==> src/logic/phcu_pkg.sv <==
package phcu_pkg;

	localparam int unsigned PHCU_ADDR_W = 8;
	localparam int unsigned PHCU_DATA_W = 32;

	// Register offsets, byte addresses of aligned words.
	localparam logic [7:0] PHCU_OFF_MEM_WINDOW_BASE = 8'h14;
	localparam logic [7:0] PHCU_OFF_SUBSYSTEM_IDENTITY = 8'h2c;
	localparam logic [7:0] PHCU_OFF_EXPANSION_ROM_BASE = 8'h30;
	localparam logic [7:0] PHCU_OFF_CAPABILITY_LIST_START = 8'h34;
	localparam logic [7:0] PHCU_OFF_INTERRUPT_AND_BUS_HINTS = 8'h3c;
	localparam logic [7:0] PHCU_OFF_DRIVER_SCRATCH = 8'h40;

	// Field positions.
	localparam int unsigned PHCU_MEM_BASE_LSB = 7;
	localparam int unsigned PHCU_MEM_BASE_W = 25;
	localparam int unsigned PHCU_ROM_BASE_LSB = 17;
	localparam int unsigned PHCU_ROM_BASE_W = 15;
	localparam int unsigned PHCU_ROM_EN_BIT = 0;
	localparam int unsigned PHCU_SCRATCH_LSB = 8;
	localparam int unsigned PHCU_BYTE_W = 8;
	localparam int unsigned PHCU_HALF_W = 16;

	// Reset and fixed values.
	localparam logic [24:0] PHCU_MEM_BASE_RST = 25'h0000000;
	localparam logic [14:0] PHCU_ROM_BASE_RST = 15'h0000;
	localparam logic PHCU_ROM_EN_RST = 1'h0;
	localparam logic [7:0] PHCU_INT_LINE_RST = 8'h00;
	localparam logic [7:0] PHCU_SCRATCH_RST = 8'h00;
	localparam logic [7:0] PHCU_CAP_START = 8'hc0;
	localparam logic [7:0] PHCU_INT_PIN = 8'h01;
	localparam logic [31:0] PHCU_ZERO_WORD = 32'h00000000;
	localparam logic PHCU_SPACE_TYPE_FLAG = 1'h0;

	// Bus hint unit, used by the host to scale max_latency and min_grant.
	localparam int unsigned PHCU_HINT_UNIT_NS = 250;
	localparam int unsigned PHCU_CLK_PERIOD_NS = 10;
	localparam int unsigned PHCU_HINT_UNIT_CYC =
		PHCU_HINT_UNIT_NS / PHCU_CLK_PERIOD_NS;

	typedef enum logic [1:0] {
		PHCU_LD_WAIT = 2'b00,
		PHCU_LD_DONE = 2'b01
	} phcu_load_state_type;

endpackage : phcu_pkg

==> src/logic/phcu_ident_loader.sv <==
`timescale 1ns/1ps
module phcu_ident_loader import phcu_pkg::*; (
	input wire logic i_sys_clk,
	input wire logic i_nrst,
	input wire logic i_load_valid,
	input wire logic [31:0] i_load_ident,
	input wire logic [15:0] i_load_hints,
	output logic [31:0] o_ident,
	output logic [15:0] o_hints,
	output logic o_loaded
);

	typedef struct packed {
		phcu_load_state_type state;
		logic [31:0] ident;
		logic [15:0] hints;
	} phcu_loader_type;

	phcu_loader_type st_reg;
	phcu_loader_type st_next;

	// Only the first image after a hardware reset is taken; later strobes
	// are ignored so the read-only fields cannot be changed at run time.
	always_comb begin
		st_next = st_reg;
		case (st_reg.state)
			PHCU_LD_WAIT: begin
				if (i_load_valid) begin
					st_next.ident = i_load_ident;
					st_next.hints = i_load_hints;
					st_next.state = PHCU_LD_DONE;
				end
			end
			default: st_next.state = PHCU_LD_DONE;
		endcase
	end

	always_ff @(posedge i_sys_clk or negedge i_nrst) begin
		if (!i_nrst) begin
			st_reg <= '{PHCU_LD_WAIT, PHCU_ZERO_WORD, 16'h0000};
		end else begin
			st_reg <= st_next;
		end
	end

	assign o_ident = st_reg.ident;
	assign o_hints = st_reg.hints;
	assign o_loaded = (st_reg.state == PHCU_LD_DONE);

endmodule : phcu_ident_loader

==> src/logic/phcu_space_decoder.sv <==
`timescale 1ns/1ps
module phcu_space_decoder import phcu_pkg::*; (
	input wire logic i_sys_clk,
	input wire logic i_nrst,
	input wire logic [31:0] i_probe_addr,
	input wire logic i_mem_space_en,
	input wire logic [24:0] i_mem_base,
	input wire logic [14:0] i_rom_base,
	input wire logic i_rom_en,
	output logic o_mem_hit,
	output logic o_rom_hit
);

	typedef struct packed {
		logic mem_hit;
		logic rom_hit;
	} phcu_decode_type;

	phcu_decode_type st_reg;
	phcu_decode_type st_next;

	always_comb begin
		st_next = st_reg;
		st_next.mem_hit = i_mem_space_en &&
			(i_probe_addr[31:PHCU_MEM_BASE_LSB] == i_mem_base);
		// Both enables are needed, so a stale base cannot claim cycles.
		st_next.rom_hit = i_mem_space_en && i_rom_en &&
			(i_probe_addr[31:PHCU_ROM_BASE_LSB] == i_rom_base);
	end

	always_ff @(posedge i_sys_clk or negedge i_nrst) begin
		if (!i_nrst) begin
			st_reg <= '{1'b0, 1'b0};
		end else begin
			st_reg <= st_next;
		end
	end

	assign o_mem_hit = st_reg.mem_hit;
	assign o_rom_hit = st_reg.rom_hit;

endmodule : phcu_space_decoder

==> src/logic/phcu_config_upper.sv <==
// Chosen here: the plain strobed port.
`timescale 1ns/1ps
module phcu_config_upper import phcu_pkg::*; (
	input wire logic i_sys_clk,
	input wire logic i_nrst,
	input wire logic [7:0] i_reg_addr,
	input wire logic [31:0] i_reg_wdata,
	input wire logic i_reg_wr,
	input wire logic i_reg_rd,
	input wire logic i_soft_reset,
	input wire logic i_mem_space_en,
	input wire logic i_eeprom_valid,
	input wire logic [31:0] i_eeprom_ident,
	input wire logic [15:0] i_eeprom_hints,
	input wire logic [31:0] i_probe_addr,
	output logic [31:0] o_reg_rdata,
	output logic o_mem_hit,
	output logic o_rom_hit,
	output logic o_ident_loaded,
	output logic [7:0] o_interrupt_line
);

	typedef struct packed {
		logic [24:0] mem_window_base;
		logic [14:0] expansion_rom_base;
		logic rom_decode_enable;
		logic [7:0] interrupt_line;
		logic [7:0] driver_scratch;
		logic [31:0] rdata;
		logic ident_loaded;
	} phcu_regs_type;

	phcu_regs_type st_reg;
	phcu_regs_type st_next;

	logic [31:0] ident_word;
	logic [15:0] hint_word;
	logic loaded;

	// Takes the image once after hardware reset; software reset leaves it.
	phcu_ident_loader u_loader (
		.i_sys_clk(i_sys_clk),
		.i_nrst(i_nrst),
		.i_load_valid(i_eeprom_valid),
		.i_load_ident(i_eeprom_ident),
		.i_load_hints(i_eeprom_hints),
		.o_ident(ident_word),
		.o_hints(hint_word),
		.o_loaded(loaded)
	);

	phcu_space_decoder u_decoder (
		.i_sys_clk(i_sys_clk),
		.i_nrst(i_nrst),
		.i_probe_addr(i_probe_addr),
		.i_mem_space_en(i_mem_space_en),
		.i_mem_base(st_reg.mem_window_base),
		.i_rom_base(st_reg.expansion_rom_base),
		.i_rom_en(st_reg.rom_decode_enable),
		.o_mem_hit(o_mem_hit),
		.o_rom_hit(o_rom_hit)
	);

	function automatic logic [31:0] phcu_read_word(
		input logic [7:0] addr,
		input phcu_regs_type r,
		input logic [31:0] ident,
		input logic [15:0] hints
	);
		logic [31:0] w;
		w = PHCU_ZERO_WORD;
		if (addr == PHCU_OFF_MEM_WINDOW_BASE) begin
			w[31:PHCU_MEM_BASE_LSB] = r.mem_window_base;
			w[0] = PHCU_SPACE_TYPE_FLAG;
		end else if (addr == PHCU_OFF_SUBSYSTEM_IDENTITY) begin
			w = ident;
		end else if (addr == PHCU_OFF_EXPANSION_ROM_BASE) begin
			w[31:PHCU_ROM_BASE_LSB] = r.expansion_rom_base;
			w[PHCU_ROM_EN_BIT] = r.rom_decode_enable;
		end else if (addr == PHCU_OFF_CAPABILITY_LIST_START) begin
			w[PHCU_BYTE_W-1:0] = PHCU_CAP_START;
		end else if (addr == PHCU_OFF_INTERRUPT_AND_BUS_HINTS) begin
			w[31:PHCU_HALF_W] = hints;
			w[PHCU_HALF_W-1:PHCU_BYTE_W] = PHCU_INT_PIN;
			w[PHCU_BYTE_W-1:0] = r.interrupt_line;
		end else if (addr == PHCU_OFF_DRIVER_SCRATCH) begin
			w[PHCU_HALF_W-1:PHCU_SCRATCH_LSB] = r.driver_scratch;
		end else begin
			w = PHCU_ZERO_WORD;
		end
		return w;
	endfunction : phcu_read_word

	always_comb begin
		st_next = st_reg;
		st_next.ident_loaded = loaded;
		// Software reset restores every writable field but the scratch byte.
		if (i_soft_reset) begin
			st_next.mem_window_base = PHCU_MEM_BASE_RST;
			st_next.expansion_rom_base = PHCU_ROM_BASE_RST;
			st_next.rom_decode_enable = PHCU_ROM_EN_RST;
			st_next.interrupt_line = PHCU_INT_LINE_RST;
		end else if (i_reg_wr) begin
			// Only named fields are stored; reserved bits are dropped.
			if (i_reg_addr == PHCU_OFF_MEM_WINDOW_BASE) begin
				st_next.mem_window_base =
					i_reg_wdata[31:PHCU_MEM_BASE_LSB];
			end else if (i_reg_addr == PHCU_OFF_EXPANSION_ROM_BASE) begin
				st_next.expansion_rom_base =
					i_reg_wdata[31:PHCU_ROM_BASE_LSB];
				st_next.rom_decode_enable =
					i_reg_wdata[PHCU_ROM_EN_BIT];
			end else if (i_reg_addr == PHCU_OFF_INTERRUPT_AND_BUS_HINTS) begin
				st_next.interrupt_line =
					i_reg_wdata[PHCU_BYTE_W-1:0];
			end
		end
		if (i_reg_wr && (i_reg_addr == PHCU_OFF_DRIVER_SCRATCH)) begin
			st_next.driver_scratch =
				i_reg_wdata[PHCU_HALF_W-1:PHCU_SCRATCH_LSB];
		end
		// Read data stand only in the cycle after the read strobe.
		if (i_reg_rd) begin
			st_next.rdata = phcu_read_word(i_reg_addr, st_reg,
				ident_word, hint_word);
		end else begin
			st_next.rdata = PHCU_ZERO_WORD;
		end
	end

	always_ff @(posedge i_sys_clk or negedge i_nrst) begin
		if (!i_nrst) begin
			st_reg <= '{PHCU_MEM_BASE_RST, PHCU_ROM_BASE_RST, PHCU_ROM_EN_RST,
				PHCU_INT_LINE_RST, PHCU_SCRATCH_RST, PHCU_ZERO_WORD,
				1'b0};
		end else begin
			st_reg <= st_next;
		end
	end

	assign o_reg_rdata = st_reg.rdata;
	assign o_ident_loaded = st_reg.ident_loaded;
	assign o_interrupt_line = st_reg.interrupt_line;

endmodule : phcu_config_upper

==> config.mk <==
export PLATFORM = sky130hd
export DESIGN_NAME = phcu_config_upper
export DESIGN_NICKNAME = d
export VERILOG_FILES = /design/src/logic/phcu_pkg.sv /design/src/logic/phcu_ident_loader.sv /design/src/logic/phcu_space_decoder.sv /design/src/logic/phcu_config_upper.sv
export SDC_FILE = /design/constraint.sdc
export NUM_CORES = 1
export LEC_CHECK = 0
export BUFFER_PORTS_ARGS = -buffer_cell sky130_fd_sc_hd__buf_2
export CAP_MARGIN = 20
export CORE_ASPECT_RATIO = 1.1
export CORE_UTILIZATION = 45
export DETAILED_ROUTE_END_ITERATION = 10
export PLACE_DENSITY_LB_ADDON = 0.1
export REMOVE_ABC_BUFFERS = 1
export SLEW_MARGIN = 5
export SYNTH_ARGS = -nofsm -noshare
export SYNTH_HDL_FRONTEND = slang
export SYNTH_HIERARCHICAL = 1
export SYNTH_SLANG_ARGS = --single-unit
==> constraint.sdc <==
create_clock -name i_sys_clk -period 1.34 [get_ports i_sys_clk]
set_input_delay 0.201 -clock i_sys_clk [delete_from_list [all_inputs] [get_ports i_sys_clk]]
set_output_delay 0.201 -clock i_sys_clk [all_outputs]
set_load 0.05 [all_outputs]
==> impl_metrics.ini <==
[status]
status = finished, violations left
violations = setup timing

[worst_setup_path]
critPathKind = register to register
worstPathMaxFanout = 2
required_ps = 1670
rr_endpoint = u_decoder/o_mem_hit$_DFF_PN0_
startpoint = st_reg[73]$_DFFE_PN0P_
cp-end-kind = register
cp-start-kind = register
regToRegSetupSlack_ps = -80
r2r_start = st_reg[73]$_DFFE_PN0P_
rr_worst_depth = 4
crit_arrival_ps = 1750
crit_end = u_decoder/o_mem_hit$_DFF_PN0_

[sta]
rsz0062_at_grt = true
setup_tns_ps = -470.4
max_slew_margin_pct = 73.43
drv_slew = 0
max_freq_ghz = 0.7022
fin_crit_ps = 1424
hold_viol = 0
fin_ws_ps = -84.13
finClkSkew_ps = 8.212
final-setup-viol-count = 13
fin_crit_sh_pct = 106.3
tightest_slew_ps = 398.6

[logic_synthesis]
async_flop_share_pct = 100.0
synth.distinct_cells = 36
ys_seq_elements = 141
netlist_instances = 659
synthFlopType = dfrtp_1
avgSynthCellArea_sq_um = 10.82
yosysTopAreaCell = dfrtp_1
netlist.area_leader.share_pct = 49.49
ys_seq_area_share_pct = 49.49
syn_area_sq_um = 7129
synth_area_leaders = dfrtp_1, buf_4, mux2_4, mux2_2, nand2_1
synth-edff-count = 0
synth_warnings = 6

[floorplanning]
die_area_sq_um = 16350
fp.dieH_um = 134.0
start_util_pct = 46.63
io_pins = 170
core_region_area_sq_um = 15290
rows = 47
die_x_um = 122.0

[placed_design]
gp_congestion = 0.8654
port_buffers = 162
placed_cell_area_sq_um = 7810
hpwl_um = 13060

[global_routing]
grt_max_degree = 50
grt_pass1_wl_um = 29390
grt.total_usage_pct = 24.27
overflow = 0
antenna_found_initial = 1
grt_pass1_vias = 5431

[clocking]
clock_sinks = 141
numCtsBuffers = 17
cts.path.max_buffers = 2
htreeDepth = 4
clk_pin_slew_ps = 60
cts_tree = done
root_buffer = clkbuf_16
insertion_delay_ps = 420

[routing]
wl_per_cell_um = 19.97
antenna_left = 0
drcViolationCount = 0
dr.pass1.iters = 5
dr_total_vias = 5300
vias_per_cell = 5.332
wl_um = 19850
drtIter0Drc = 363

[final_layout]
finalInstanceArea_sq_um = 8830
final_layout_size_suffix_gt1_share_pct = 38.97
largest_reg_flops = 49
n_antenna_cell = 0
fin_nets = 914
area_growth_pct = 23.85

[power_and_ir_drop]
switchingPower_mw = 2.275
pwr-share-seq_pct = 45.5
swShare_pct = 22.67
p_int_mw = 7.763
power_density_nw_per_um2 = 1137
vdd_ir_drop_max_mv = 0.8293
power_frac_comb_pct = 9.4
p_clk_share_pct = 45.1
leakagePower_nw = 4.184

[worst_hold_path]
hold_path_class = input port to register

[flow_run]
timing.max_cap.violations = 0
[cells in the mapped netlist, types with 18 or more instances]
cell type / instances
nor2_1: 35
dfrtp_1: 141
o21ai_0: 25
mux2_2: 28
nand3_1: 38
buf_4: 90
a221oi_1: 23
xor2_1: 18
a21oi_1: 50
mux2_4: 28
clkbuf_1: 19
nand2_1: 69
xnor2_1: 22
[metal layers]
layer | wire, um | global-route usage [%] | vias up | share of wire [%]
met4 | 346 | 9.465 | 2 | 1.7
met5 | 10 | 0 | - | 0.050
met2 | 9647 | 39.08 | 201 | 49
li1 | - | - | 2458 | -
met1 | 8739 | 31.94 | 2610 | 44
met3 | 1105 | 4.974 | 29 | 5.6
[worst max-delay path: stages (launching register included)]
cell	delay (ps)
dfrtp_1	380
xor2_1	150
nor4_2	290
nand3_1	210
nor4_2	300
[per-stage QoR]
stage | setup slack [ps] | cells | util [%] | hold WS [ps] | power, mW
CTS | -96.66 | 989 | 56.13 | 0.5269 | 10.04
global placement | -241.9 | 937 | 51.08 | 127.3 | 5.457
detailed placement | -298.4 | 937 | 51.08 | 133.6 | 5.476
finish | -84.13 | 994 | 57.75 | 9.766 | 10.04
floorplan | -1533 | 529 | - | -94.59 | 4.916
global route | -103.6 | 994 | 57.75 | 0.5230 | 10.40
[power by group through the flow]
stage | Combinational (mW) | Clock [mW] | Sequential [mW]
6_report | 0.946 | 4.53 | 4.56
2_1_floorplan | 0.317 | 0 | 4.60
3_3_place_gp | 0.828 | 0 | 4.63
4_1_cts | 0.894 | 4.58 | 4.56
5_1_grt | 1.02 | 4.79 | 4.58
3_5_place_dp | 0.840 | 0 | 4.64
[worst min-delay path by stage]
stage / from / end / cells past startpoint
after floorplan: i_nrst / o_ident_loaded$_DFF_PN0_ / 0
after global placement: i_nrst / u_loader/o_ident[14]$_DFFE_PN0P_ / 1
after detailed placement: i_nrst / u_loader/o_ident[14]$_DFFE_PN0P_ / 1
after CTS: i_eeprom_ident[18] / u_loader/o_ident[18]$_DFFE_PN0P_ / 2
after global routing: i_eeprom_ident[9] / u_loader/o_ident[9]$_DFFE_PN0P_ / 2
final: i_eeprom_hints[7] / u_loader/o_hints[7]$_DFFE_PN0P_ / 2
[cell families (layout without fill, tap and decap cells)]
family | count (synthesis) | count (layout) | share of synthesized area, %
compound gates | 123 | 123 | 11.04
xor+xnor | 40 | 40 | 4.914
buf+inv | 130 | 269 | 12.78
flops | 141 | 141 | 49.49
mux | 56 | 56 | 10.32
simple gates | 169 | 169 | 11.46
[what timing repair did]
item,4_1_cts,5_1_grt
endpoints found under the setup margin,1,27
hold buffers,20,0
endpoints found under the hold margin,51,0
buffers inserted,2,1
pin swaps,6,1
resized for setup,0,31
cloned,0,5
[cell usage in the layout, fill, tap and decap left out, types with 22 or more instances in the layout]
cell / count
xnor2_1: 22
nand2_1: 69
a221oi_1: 23
a21oi_1: 50
nor2_1: 35
dfrtp_1: 141
o21ai_0: 25
buf_2: 159
nand3_1: 38
mux2_4: 56
buf_4: 41
[area by class of cell]
cell class,instances,area (sq um)
Fill cell,1349,6460
Sequential cell,141,3528
Multi-Input combinational cell,388,2818
Timing Repair Buffer,239,1682
Clock buffer,22,464.2
Tap cell,196,245.2
Clock inverter,8,92.59
(Power assumes the default switching activity.)
